## config.mk

```make
export PLATFORM = sky130hd
export DESIGN_NAME = crfs_supervisor
export DESIGN_NICKNAME = d
export VERILOG_FILES = /design/src/shared/crfs_pkg.sv /design/src/core/crfs_phase_pwm.sv /design/src/core/crfs_supervisor.sv
export SDC_FILE = /design/constraint.sdc
export NUM_CORES = 1
export LEC_CHECK = 0
export BUFFER_PORTS_ARGS = -buffer_cell sky130_fd_sc_hd__buf_2
export CAP_MARGIN = 20
export CORE_MARGIN = 2
export CORE_UTILIZATION = 25
export CTS_CLUSTER_SIZE = 12
export DETAILED_ROUTE_END_ITERATION = 7
export GPL_ROUTABILITY_DRIVEN = 0
export GPL_TIMING_DRIVEN = 0
export PLACE_DENSITY_LB_ADDON = 0.2
export SETUP_SLACK_MARGIN = 0.3
export SYNTH_ARGS = -nofsm -noshare
export SYNTH_HDL_FRONTEND = slang
export SYNTH_SLANG_ARGS = --single-unit
```

## constraint.sdc

```tcl
create_clock -name clk_in -period 3.1 [get_ports clk_in]
set_clock_uncertainty 0.2 [all_clocks]
set_input_delay 0 -clock clk_in [delete_from_list [all_inputs] [get_ports clk_in]]
set_output_delay 0 -clock clk_in [all_outputs]
set_load 0.01 [all_outputs]
```

## src/shared/crfs_pkg.sv

```systemverilog
// Purpose: Shared constants and types of the core regulator supervisor
// Assumes: 100 MHz system clock, comparator results arrive as digital levels
// Notes: Times are kept in their own unit, cycle counts are derived
package crfs_pkg;
  // Clock and switching period
  localparam int CLK_PERIOD_NS = 10;
  localparam int SW_PERIOD_NS = 1000; // 1 MHz per phase by default
  localparam int SW_PERIOD_CYC = SW_PERIOD_NS / CLK_PERIOD_NS;
  // Power-good release delay in switching periods
  localparam int PG_DELAY_PERIODS = 3072;
  // Fault windows in phase clock cycles
  localparam int UV_WINDOW = 32;
  localparam int OC_WINDOW = 32;
  // Mask held after each mode change, or code change while running, in phase cycles
  localparam int MASK_PERIODS = 32;
  localparam int CODE_W = 6;
  localparam int CNT_W = 6;
  // APB map, byte addresses
  localparam logic [7:0] ADDR_CTRL = 8'h00;
  localparam logic [7:0] ADDR_STATUS = 8'h04;
  localparam logic [7:0] ADDR_CODE = 8'h08;
  localparam logic [7:0] ADDR_COUNT = 8'h0C;
  // Control register fields and reset value
  localparam int CTRL_RUN_BIT = 0;
  localparam logic [31:0] CTRL_RESET = 32'h0000_0001;
  // Status register fields
  localparam int ST_STATE_LSB = 0;
  localparam int ST_MODE_LSB = 4;
  localparam int ST_OV_BIT = 8;
  localparam int ST_UV_BIT = 9;
  localparam int ST_OC_BIT = 10;
  localparam int ST_PGOK_BIT = 11;
  localparam int ST_MASK_BIT = 12;

  typedef enum logic [1:0] {
    CRFS_ACTIVE = 2'b00,
    CRFS_DEEP = 2'b01,
    CRFS_DEEPER = 2'b10
  } crfs_mode_t;

  typedef enum logic [2:0] {
    CRFS_IDLE = 3'b000,
    CRFS_BOOT = 3'b001,
    CRFS_WAIT_REL = 3'b010,
    CRFS_TIMING = 3'b011,
    CRFS_RUN = 3'b100,
    CRFS_OFF = 3'b101
  } crfs_state_t;
endpackage : crfs_pkg

```

## src/core/crfs_phase_pwm.sv

```systemverilog
// Purpose: One phase modulator, sawtooth ramp compared with error level
// Assumes: Error level scaled to ramp counts, one ramp per switching period
// Notes: Start offset lets two instances run interleaved
`timescale 1ns/1ns
`default_nettype none
module crfs_phase_pwm #(
  parameter int PERIOD = 100,
  parameter int OFFSET = 0,
  parameter int W = 7
) (
  input wire logic clk_in,
  input wire logic rst_n_in,
  input wire logic [W-1:0] error_level_in,
  output logic pwm_out,
  output logic wrap_out
);
  localparam logic [W-1:0] LAST = W'(PERIOD - 1);
  localparam logic [W-1:0] START = W'(OFFSET);
  logic [W-1:0] ramp_r;

  // Sawtooth ramp, restarts each switching period
  always_ff @(posedge clk_in or negedge rst_n_in) begin
    if (!rst_n_in) begin
      ramp_r <= START;
    end else if (ramp_r == LAST) begin
      ramp_r <= '0;
    end else begin
      ramp_r <= ramp_r + 1'b1;
    end
  end

  // Higher error gives a longer on time
  always_ff @(posedge clk_in or negedge rst_n_in) begin
    if (!rst_n_in) begin
      pwm_out <= 1'b0;
      wrap_out <= 1'b0;
    end else begin
      pwm_out <= (ramp_r < error_level_in);
      wrap_out <= (ramp_r == LAST);
    end
  end
endmodule : crfs_phase_pwm
`default_nettype wire

```

## src/core/crfs_supervisor.sv

```systemverilog
// Purpose: Power-good handshake, fault latches and phase drive of a buck
// Assumes: Comparator results and release-current detect are digital levels
// Notes: Registers reached over APB; outputs all come from flip-flops
`timescale 1ns/1ns
`default_nettype none
module crfs_supervisor
  import crfs_pkg::*;
#(
  parameter int PG_DELAY = PG_DELAY_PERIODS,
  parameter int PERIOD = SW_PERIOD_CYC,
  parameter int RAMP_W = 7
) (
  input wire logic clk_in,
  input wire logic rst_n_in,
  input wire logic enable_in,
  input wire logic boot_reached_in,
  input wire logic power_ok_line_in,
  output logic power_ok_line_out,
  output logic power_ok_line_oe_out,
  input wire logic [CODE_W-1:0] cpu_voltage_code_in,
  input wire logic stop_request_n_in,
  input wire logic deeper_request_in,
  input wire logic ov_above_in,
  input wire logic ov_below_release_in,
  input wire logic uv_below_in,
  input wire logic oc_avg_over_in,
  input wire logic [RAMP_W-1:0] error_level_in,
  output logic [CODE_W-1:0] active_code_out,
  output logic [1:0] setpoint_select_out,
  output logic [1:0] high_side_on_out,
  output logic [1:0] low_side_on_out,
  input wire logic psel,
  input wire logic penable,
  input wire logic pwrite,
  input wire logic [7:0] paddr,
  input wire logic [31:0] pwdata,
  output logic [31:0] prdata,
  output logic pready,
  output logic pslverr
);
  localparam int PGC_W = $clog2(PG_DELAY + 1);
  localparam logic [PGC_W-1:0] PG_LAST = PGC_W'(PG_DELAY - 1);
  localparam logic [CNT_W-1:0] UV_LAST = CNT_W'(UV_WINDOW);
  localparam logic [CNT_W-1:0] OC_LAST = CNT_W'(OC_WINDOW);
  localparam logic [CNT_W-1:0] MASK_LOAD = CNT_W'(MASK_PERIODS);

  crfs_state_t state_r, state_nxt;
  crfs_mode_t mode_r, mode_nxt;
  logic [31:0] ctrl_r;
  logic [CODE_W-1:0] code_r, code_seen_r;
  logic [PGC_W-1:0] pg_cnt_r;
  logic [CNT_W-1:0] uv_cnt_r, oc_cnt_r, mask_cnt_r;
  logic ov_latch_r, ov_pull_r, uv_latch_r, oc_latch_r;
  logic enable_d_r, pg_ok_r;
  logic [1:0] pwm_raw, wrap_raw;
  logic phase_tick, shutdown, en_toggle, changed;
  logic apb_access, apb_done;

  // Ramps half a period apart keep the phases interleaved
  crfs_phase_pwm #(.PERIOD(PERIOD), .OFFSET(0), .W(RAMP_W)) u_phase0 (
    .clk_in(clk_in),
    .rst_n_in(rst_n_in),
    .error_level_in(error_level_in),
    .pwm_out(pwm_raw[0]),
    .wrap_out(wrap_raw[0])
  );
  crfs_phase_pwm #(.PERIOD(PERIOD), .OFFSET(PERIOD / 2), .W(RAMP_W))
    u_phase1 (
    .clk_in(clk_in),
    .rst_n_in(rst_n_in),
    .error_level_in(error_level_in),
    .pwm_out(pwm_raw[1]),
    .wrap_out(wrap_raw[1])
  );

  // Phase clock: one tick per switching period of phase 0
  assign phase_tick = wrap_raw[0];
  assign shutdown = ov_latch_r | uv_latch_r | oc_latch_r;
  assign en_toggle = enable_d_r & ~enable_in;

  // Sleep input decode, deeper wins over stop
  always_comb begin
    if (deeper_request_in) begin
      mode_nxt = CRFS_DEEPER;
    end else if (stop_request_n_in) begin
      mode_nxt = CRFS_ACTIVE;
    end else begin
      mode_nxt = CRFS_DEEP;
    end
  end

  // Mode and enable history
  always_ff @(posedge clk_in or negedge rst_n_in) begin
    if (!rst_n_in) begin
      mode_r <= CRFS_ACTIVE;
      enable_d_r <= 1'b0;
      code_seen_r <= '0;
    end else begin
      mode_r <= mode_nxt;
      enable_d_r <= enable_in;
      code_seen_r <= cpu_voltage_code_in;
    end
  end

  assign changed = (mode_nxt != mode_r) ||
                   (state_r == CRFS_RUN && code_seen_r != cpu_voltage_code_in);

  // Start-up sequence
  always_comb begin
    state_nxt = state_r;
    case (state_r)
      CRFS_IDLE: begin
        if (enable_in && ctrl_r[CTRL_RUN_BIT]) begin
          state_nxt = CRFS_BOOT;
        end
      end
      CRFS_BOOT: begin
        if (boot_reached_in) begin
          state_nxt = CRFS_WAIT_REL;
        end
      end
      CRFS_WAIT_REL: begin
        if (power_ok_line_in) begin
          state_nxt = CRFS_TIMING;
        end
      end
      CRFS_TIMING: begin
        if (phase_tick && pg_cnt_r == PG_LAST) begin
          state_nxt = CRFS_RUN;
        end
      end
      CRFS_RUN: state_nxt = CRFS_RUN;
      CRFS_OFF: state_nxt = CRFS_OFF;
      default: state_nxt = CRFS_IDLE;
    endcase
    if (shutdown) begin
      state_nxt = CRFS_OFF;
    end
    if (!enable_in || !ctrl_r[CTRL_RUN_BIT]) begin
      state_nxt = ov_latch_r ? CRFS_OFF : CRFS_IDLE;
    end
  end

  always_ff @(posedge clk_in or negedge rst_n_in) begin
    if (!rst_n_in) begin
      state_r <= CRFS_IDLE;
    end else begin
      state_r <= state_nxt;
    end
  end

  // Code captured at release detect, then followed in active running
  always_ff @(posedge clk_in or negedge rst_n_in) begin
    if (!rst_n_in) begin
      code_r <= '0;
    end else if (state_r == CRFS_WAIT_REL && power_ok_line_in) begin
      code_r <= cpu_voltage_code_in;
    end else if (state_r == CRFS_RUN && mode_r == CRFS_ACTIVE) begin
      code_r <= cpu_voltage_code_in;
    end
  end

  // Power-good delay counted in switching periods
  always_ff @(posedge clk_in or negedge rst_n_in) begin
    if (!rst_n_in) begin
      pg_cnt_r <= '0;
    end else if (state_r != CRFS_TIMING) begin
      pg_cnt_r <= '0;
    end else if (phase_tick && pg_cnt_r != PG_LAST) begin
      pg_cnt_r <= pg_cnt_r + 1'b1;
    end
  end

  // Mask restarts on every change and holds power-good low while slewing; fault counters ignore it
  always_ff @(posedge clk_in or negedge rst_n_in) begin
    if (!rst_n_in) begin
      mask_cnt_r <= '0;
    end else if (changed) begin
      mask_cnt_r <= MASK_LOAD;
    end else if (phase_tick && mask_cnt_r != '0) begin
      mask_cnt_r <= mask_cnt_r - 1'b1;
    end
  end

  // Overvoltage latch and hysteretic pull-down; only reset clears it
  always_ff @(posedge clk_in or negedge rst_n_in) begin
    if (!rst_n_in) begin
      ov_latch_r <= 1'b0;
      ov_pull_r <= 1'b0;
    end else if (ov_above_in) begin
      ov_latch_r <= 1'b1;
      ov_pull_r <= 1'b1;
    end else if (ov_below_release_in) begin
      ov_pull_r <= 1'b0;
    end
  end

  // Undervoltage: trips once below for more than the window
  always_ff @(posedge clk_in or negedge rst_n_in) begin
    if (!rst_n_in) begin
      uv_cnt_r <= '0;
      uv_latch_r <= 1'b0;
    end else if (!enable_in || en_toggle) begin
      uv_cnt_r <= '0;
      uv_latch_r <= 1'b0;
    end else if (state_r != CRFS_RUN || !uv_below_in) begin
      uv_cnt_r <= '0;
    end else if (phase_tick) begin
      if (uv_cnt_r == UV_LAST) begin
        uv_latch_r <= 1'b1;
      end else begin
        uv_cnt_r <= uv_cnt_r + 1'b1;
      end
    end
  end

  // Overcurrent up/down counter on the averaged current compare
  always_ff @(posedge clk_in or negedge rst_n_in) begin
    if (!rst_n_in) begin
      oc_cnt_r <= '0;
      oc_latch_r <= 1'b0;
    end else if (!enable_in || en_toggle) begin
      oc_cnt_r <= '0;
      oc_latch_r <= 1'b0;
    end else if (phase_tick && state_r != CRFS_IDLE) begin
      if (oc_avg_over_in) begin
        oc_cnt_r <= oc_cnt_r + 1'b1;
        if (oc_cnt_r + 1'b1 == OC_LAST) begin
          oc_latch_r <= 1'b1;
        end
      end else if (oc_cnt_r != '0) begin
        oc_cnt_r <= oc_cnt_r - 1'b1;
      end
    end
  end

  // Power-good: released only when running, unmasked and fault-free
  always_ff @(posedge clk_in or negedge rst_n_in) begin
    if (!rst_n_in) begin
      pg_ok_r <= 1'b0;
    end else begin
      pg_ok_r <= (state_nxt == CRFS_RUN) && !shutdown && !changed &&
                 mask_cnt_r == '0 && !ov_above_in && !uv_below_in;
    end
  end

  // Open-drain line: pulled low except while waiting or released
  always_ff @(posedge clk_in or negedge rst_n_in) begin
    if (!rst_n_in) begin
      power_ok_line_out <= 1'b0;
      power_ok_line_oe_out <= 1'b1;
    end else begin
      power_ok_line_out <= 1'b0;
      power_ok_line_oe_out <= !(state_nxt == CRFS_WAIT_REL) &&
                              !(pg_ok_r && !shutdown);
    end
  end

  // Gate drive: overvoltage pull-down beats every other state
  always_ff @(posedge clk_in or negedge rst_n_in) begin
    if (!rst_n_in) begin
      high_side_on_out <= 2'b00;
      low_side_on_out <= 2'b00;
    end else if (ov_latch_r || ov_above_in) begin
      high_side_on_out <= 2'b00;
      low_side_on_out <= (ov_pull_r || ov_above_in) ? 2'b11 : 2'b00;
    end else if (shutdown || state_r == CRFS_IDLE || state_r == CRFS_OFF) begin
      high_side_on_out <= 2'b00;
      low_side_on_out <= 2'b00;
    end else begin
      high_side_on_out <= pwm_raw;
      low_side_on_out <= ~pwm_raw;
    end
  end

  // Setpoint for regulation and for both fault references
  always_ff @(posedge clk_in or negedge rst_n_in) begin
    if (!rst_n_in) begin
      active_code_out <= '0;
      setpoint_select_out <= CRFS_ACTIVE;
    end else begin
      active_code_out <= code_r;
      setpoint_select_out <= mode_r;
    end
  end

  // APB slave: one wait state, answer on second access cycle
  assign apb_access = psel & penable;
  assign apb_done = apb_access & pready;

  always_ff @(posedge clk_in or negedge rst_n_in) begin
    if (!rst_n_in) begin
      pready <= 1'b0;
      prdata <= '0;
      pslverr <= 1'b0;
    end else begin
      pready <= apb_access & ~pready;
      pslverr <= 1'b0;
      prdata <= '0;
      if (apb_access && !pready) begin
        case (paddr)
          ADDR_CTRL: prdata <= pwrite ? 32'h0000_0000 : ctrl_r;
          ADDR_STATUS: begin
            prdata <= 32'h0000_0000;
            prdata[ST_STATE_LSB +: 3] <= state_r;
            prdata[ST_MODE_LSB +: 2] <= mode_r;
            prdata[ST_OV_BIT] <= ov_latch_r;
            prdata[ST_UV_BIT] <= uv_latch_r;
            prdata[ST_OC_BIT] <= oc_latch_r;
            prdata[ST_PGOK_BIT] <= pg_ok_r;
            prdata[ST_MASK_BIT] <= (mask_cnt_r != '0);
          end
          ADDR_CODE: prdata <= {26'h0, code_r};
          ADDR_COUNT: prdata <= {18'h0, oc_cnt_r, 2'h0, uv_cnt_r};
          default: pslverr <= 1'b1;
        endcase
      end
    end
  end

  // Control register: run permit gates the whole start-up
  always_ff @(posedge clk_in or negedge rst_n_in) begin
    if (!rst_n_in) begin
      ctrl_r <= CTRL_RESET;
    end else if (apb_done && pwrite && paddr == ADDR_CTRL) begin
      ctrl_r <= {31'h0, pwdata[CTRL_RUN_BIT]};
    end
  end

  // Assertions
  a_ov_sets_latch: assert property (@(posedge clk_in) disable iff (!rst_n_in)
    ov_above_in |=> ov_latch_r && low_side_on_out == 2'b11)
    else $error("overvoltage did not latch and pull low");
  a_ov_latch_held: assert property (@(posedge clk_in) disable iff (!rst_n_in)
    ov_latch_r |=> ov_latch_r)
    else $error("overvoltage latch cleared without reset");
  a_ov_release_off: assert property (@(posedge clk_in) disable iff (!rst_n_in)
    ov_latch_r && !ov_above_in && ov_below_release_in ##1 !ov_above_in
    |=> high_side_on_out == 2'b00 && low_side_on_out == 2'b00)
    else $error("switches not off below release level");
  a_shut_no_high: assert property (@(posedge clk_in) disable iff (!rst_n_in)
    shutdown |=> high_side_on_out == 2'b00)
    else $error("high side on during shutdown");
  a_shut_pg_low: assert property (@(posedge clk_in) disable iff (!rst_n_in)
    $past(shutdown) && shutdown |-> power_ok_line_oe_out)
    else $error("power good released during shutdown");
  a_uv_trip_count: assert property (@(posedge clk_in) disable iff (!rst_n_in)
    $rose(uv_latch_r) |-> $past(uv_cnt_r) == UV_LAST)
    else $error("undervoltage trip at wrong count");
  a_oc_trip_count: assert property (@(posedge clk_in) disable iff (!rst_n_in)
    $rose(oc_latch_r) |-> oc_cnt_r == OC_LAST)
    else $error("overcurrent trip at wrong count");
  a_pg_after_delay: assert property (@(posedge clk_in) disable iff (!rst_n_in)
    $rose(pg_ok_r) |-> state_r == CRFS_RUN && mask_cnt_r == '0)
    else $error("power good before delay or during mask");
  a_mode_decode: assert property (@(posedge clk_in) disable iff (!rst_n_in)
    deeper_request_in |=> mode_r == CRFS_DEEPER)
    else $error("deeper request not decoded");
  a_code_capture: assert property (@(posedge clk_in) disable iff (!rst_n_in)
    state_r == CRFS_WAIT_REL && power_ok_line_in && !shutdown && enable_in
    && ctrl_r[CTRL_RUN_BIT] |=> code_r == $past(cpu_voltage_code_in))
    else $error("voltage code not captured");

  c_reach_run: cover property (@(posedge clk_in) state_r == CRFS_RUN);
  c_ov_cycle: cover property (@(posedge clk_in) $fell(ov_pull_r) && ov_latch_r);
  c_uv_trip: cover property (@(posedge clk_in) $rose(uv_latch_r));
  c_oc_recover: cover property (@(posedge clk_in)
    oc_cnt_r == 6'h1 && !oc_avg_over_in && phase_tick);
endmodule : crfs_supervisor
`default_nettype wire

```

==> impl_metrics.py <==
metrics = {
    "critical_path": {
        "end_kind": "flop",
        "crit_path_max_fanout": 6,
        "critPathArrivalTime_ps": 2620,
        "startpoint": "paddr[0]",
        "crit_slowest_cell": "dlygate4sd3_1",
        "critPathRequiredTime_ps": 3190,
        "crit_top_cell": "dlygate4sd3_1",
        "setup.worst_path.start_class": "input port",
        "path_class": "input port to flop",
        "r2r-start": "state_r[1]",
        "cpPeakStageDelay_ps": 650,
        "path_cells": "dlygate4sd3_1 > buf_2 > nor3_1 > dlygate4sd3_1 > nand3_1 > nor2_1 > dlygate4sd3_1",
    },
    "power_and_ir_drop": {
        "worst_ir_drop_vdd_v": 0.0002629,
        "power_density_mw_per_mm2": 434.0,
        "leakagePower_nw": 2.760,
        "finalPower_mw": 2.707,
    },
    "timing": {
        "hold_violations": 0,
        "setup-tns-final_ps": 0,
        "slew_headroom_pct": 47.14,
        "layout_min_cycle_time_ps": 2532,
        "drv_slew": 0,
        "fin_crit_sh_pct": 81.67,
        "max_freq_ghz": 0.3950,
        "rsz0062_at_grt": "no",
        "setup_viol": 0,
        "tightest_slew_ps": 792.9,
    },
    "job": {
        "cap_violations": 0,
    },
    "layout": {
        "final_util_pct": 32.37,
        "diodes": 0,
        "nNetsFinal": 669,
        "drive_gt1_share_pct": 21.37,
        "instances_no_fill": 850,
        "syn_to_final_growth_pct": 28.21,
        "fin_area_mm2": 0.006237,
    },
    "floorplan": {
        "die_h_um": 143.5,
        "io-pin-count": 115,
        "die_area_mm2": 0.02059,
        "row_count": 51,
        "start_util_pct": 25.24,
        "die_w_um": 143.5,
        "core_area_mm2": 0.01927,
    },
    "min_path": {
        "hp-start": "pwrite",
        "holdCritPathClass": "input port to flop",
    },
    "global_routing": {
        "grt_remaining_overflow": 0,
        "antenna_found_initial": 0,
        "grt_use_total_pct": 11.74,
        "grt_first_pass_wirelength_um": 18770,
        "grt_start_max_net_pins": 61,
        "grt_pass1_vias": 3608,
    },
    "synth": {
        "synth_edf_count": 0,
        "synth.avg_cell_area_um2": 10.64,
        "yosysWarnings": 0,
        "synth_top_area_share_pct": 47.33,
        "syn_area_mm2": 0.004865,
        "synth.yosys.seq_area_share_pct": 50.03,
        "synth-seq-cells": 97,
        "yosys.area.top_type": "dfrtp_1",
        "synth_ff_type": "dfrtp_1",
        "synth_most_common_cell": "dfrtp_1",
        "synth.area.top_cells": "dfrtp_1 (47%), ha_1 (5.7%), nor2_1 (3.6%)",
        "ys_types": 60,
        "yosys-top-cells-count": "dfrtp_1 (92), nor2_1 (47), ha_1 (22), inv_1 (22)",
        "async_reset_ff_share_pct": 100.0,
        "synth_cells": 457,
    },
    "cts": {
        "insertion_delay_ps": 360,
        "cts_tree": "yes",
        "root_buffer": "clkbuf_16",
        "cts_made_buffers": 9,
        "worst_setup_hold_path_clk_slew_ps": 70,
        "cts_buffer_depth": 2,
        "htreeDepth": 3,
        "clock-sinks": 97,
    },
    "place": {
        "dpl-instance-area_mm2": 0.005602,
        "io_buffers": 60,
        "hpwl_um": 8310,
        "dp.cells": 803,
    },
    "route": {
        "drc": 0,
        "drt_iter0_drc": 136,
        "avgViaCountPerCell": 4.296,
        "drt-wirelength-per-cell_um": 13.60,
        "dr.pass1.iters": 4,
        "wl_um": 11560,
        "ant_nets": 0,
        "via_count": 3652,
    },
    "run_status": {
        "outcome": "finished, final reports clean",
    },
}
[final cells by class]
class,count,area (um2)
fillers,2047,13030
flip-flops and latches,97,2434
multi-input cells,325,2201
repair buffers,92,650.6
well taps,265,331.6
clock buffers,9,225.2
plain buffers,32,219.0
clock inverters,7,90.09
inverters,23,86.33
[through the flow]
stage          hold WS (ps)  setup WS, ps
2_1_floorplan        -495.6          1152
3_3_place_gp         -51.92         714.6
3_5_place_dp         -184.5         726.5
4_1_cts               34.86         596.8
5_1_grt               79.65         460.0
6_report              41.86         568.1
[cell usage in the layout, fill, tap and decap left out, types with 4 or more instances in the layout]
cell / count
mux2_2: 10
dfrtp_1: 92
a22oi_1: 5
xor2_1: 17
nand3_1: 21
mux2i_1: 11
o21ai_0: 12
or4_1: 4
a21oi_1: 16
and3_1: 5
a41oi_1: 4
conb_1: 21
dfstp_2: 5
nor3b_1: 5
nor4_1: 4
nand2_1: 14
xnor2_1: 16
clkbuf_1: 8
nor2b_1: 6
clkbuf_16: 9
nand4_1: 6
o31ai_1: 6
or2_2: 4
nor2_1: 47
buf_2: 60
inv_1: 22
nor3_1: 9
dlygate4sd3_1: 30
or3_1: 6
ha_1: 22
a211oi_1: 7
nand2b_1: 4
buf_4: 22
[sequential cells by signal, indices dropped and copies added (netlist names), 2 cells and up]
| name | count |
|---|---|
| active_code_out | 6 |
| code_r | 6 |
| code_seen_r | 6 |
| high_side_on_out | 2 |
| low_side_on_out | 2 |
| mask_cnt_r | 6 |
| mode_r | 2 |
| oc_cnt_r | 6 |
| pg_cnt_r | 12 |
| prdata | 12 |
| setpoint_select_out | 2 |
| state_r | 3 |
| u_phase0.ramp_r | 7 |
| u_phase1.ramp_r | 7 |
| uv_cnt_r | 6 |
[final timing paths]
| kind | endpoint | slack [ps] | depth (start not counted) |
|---|---|---|---|
| setup / recovery | prdata[12] | 570 | 7 |
| min in group asynchronous | power_ok_line_oe_out | 520 | 3 |
| setup reg to reg | oc_latch_r | 710 | 5 |
| max in group asynchronous | u_phase1.ramp_r[4] | 1830 | 4 |
| hold reg to reg | active_code_out[2] | 210 | 0 |
| hold / removal | prdata[0] | 40 | 4 |
[per-layer routing]
metal,vias to the layer above,global-route usage (%),share of wire [%]
met3,12,3.166,4.0
met2,59,18.60,47
met4,0,3.406,1.3
li1,1822,-,-
met5,-,0,0
met1,1759,15.76,47
[report_power, final]
| group | switching (mW) | internal (mW) |
|---|---|---|
| clock network | 0.533 | 0.642 |
| logic | 0.110 | 0.109 |
| registers | 0.0180 | 1.30 |
| total | 0.661 | 2.05 |
[critical path, delay by kind of cell]
family | cells | cell delay (ps)
buf+inv | 4 | 1860
simple gates | 3 | 760
[logic make-up after synthesis]
kind of cell | synth area share (%)
xor+xnor | 5.941
mux | 4.810
fa+ha+maj | 5.658
buf+inv | 6.275
flops | 50.03
simple gates | 16.64
compound gates | 10.57
other cells | 0.07709
[what timing repair did]
action / 4_1_cts / 5_1_grt
resized for setup: 0 / 0
buffers inserted: 0 / 0
hold buffers: 31 / 0
hold endpoints to repair: 152 / 0
(Power assumes the default switching activity.)
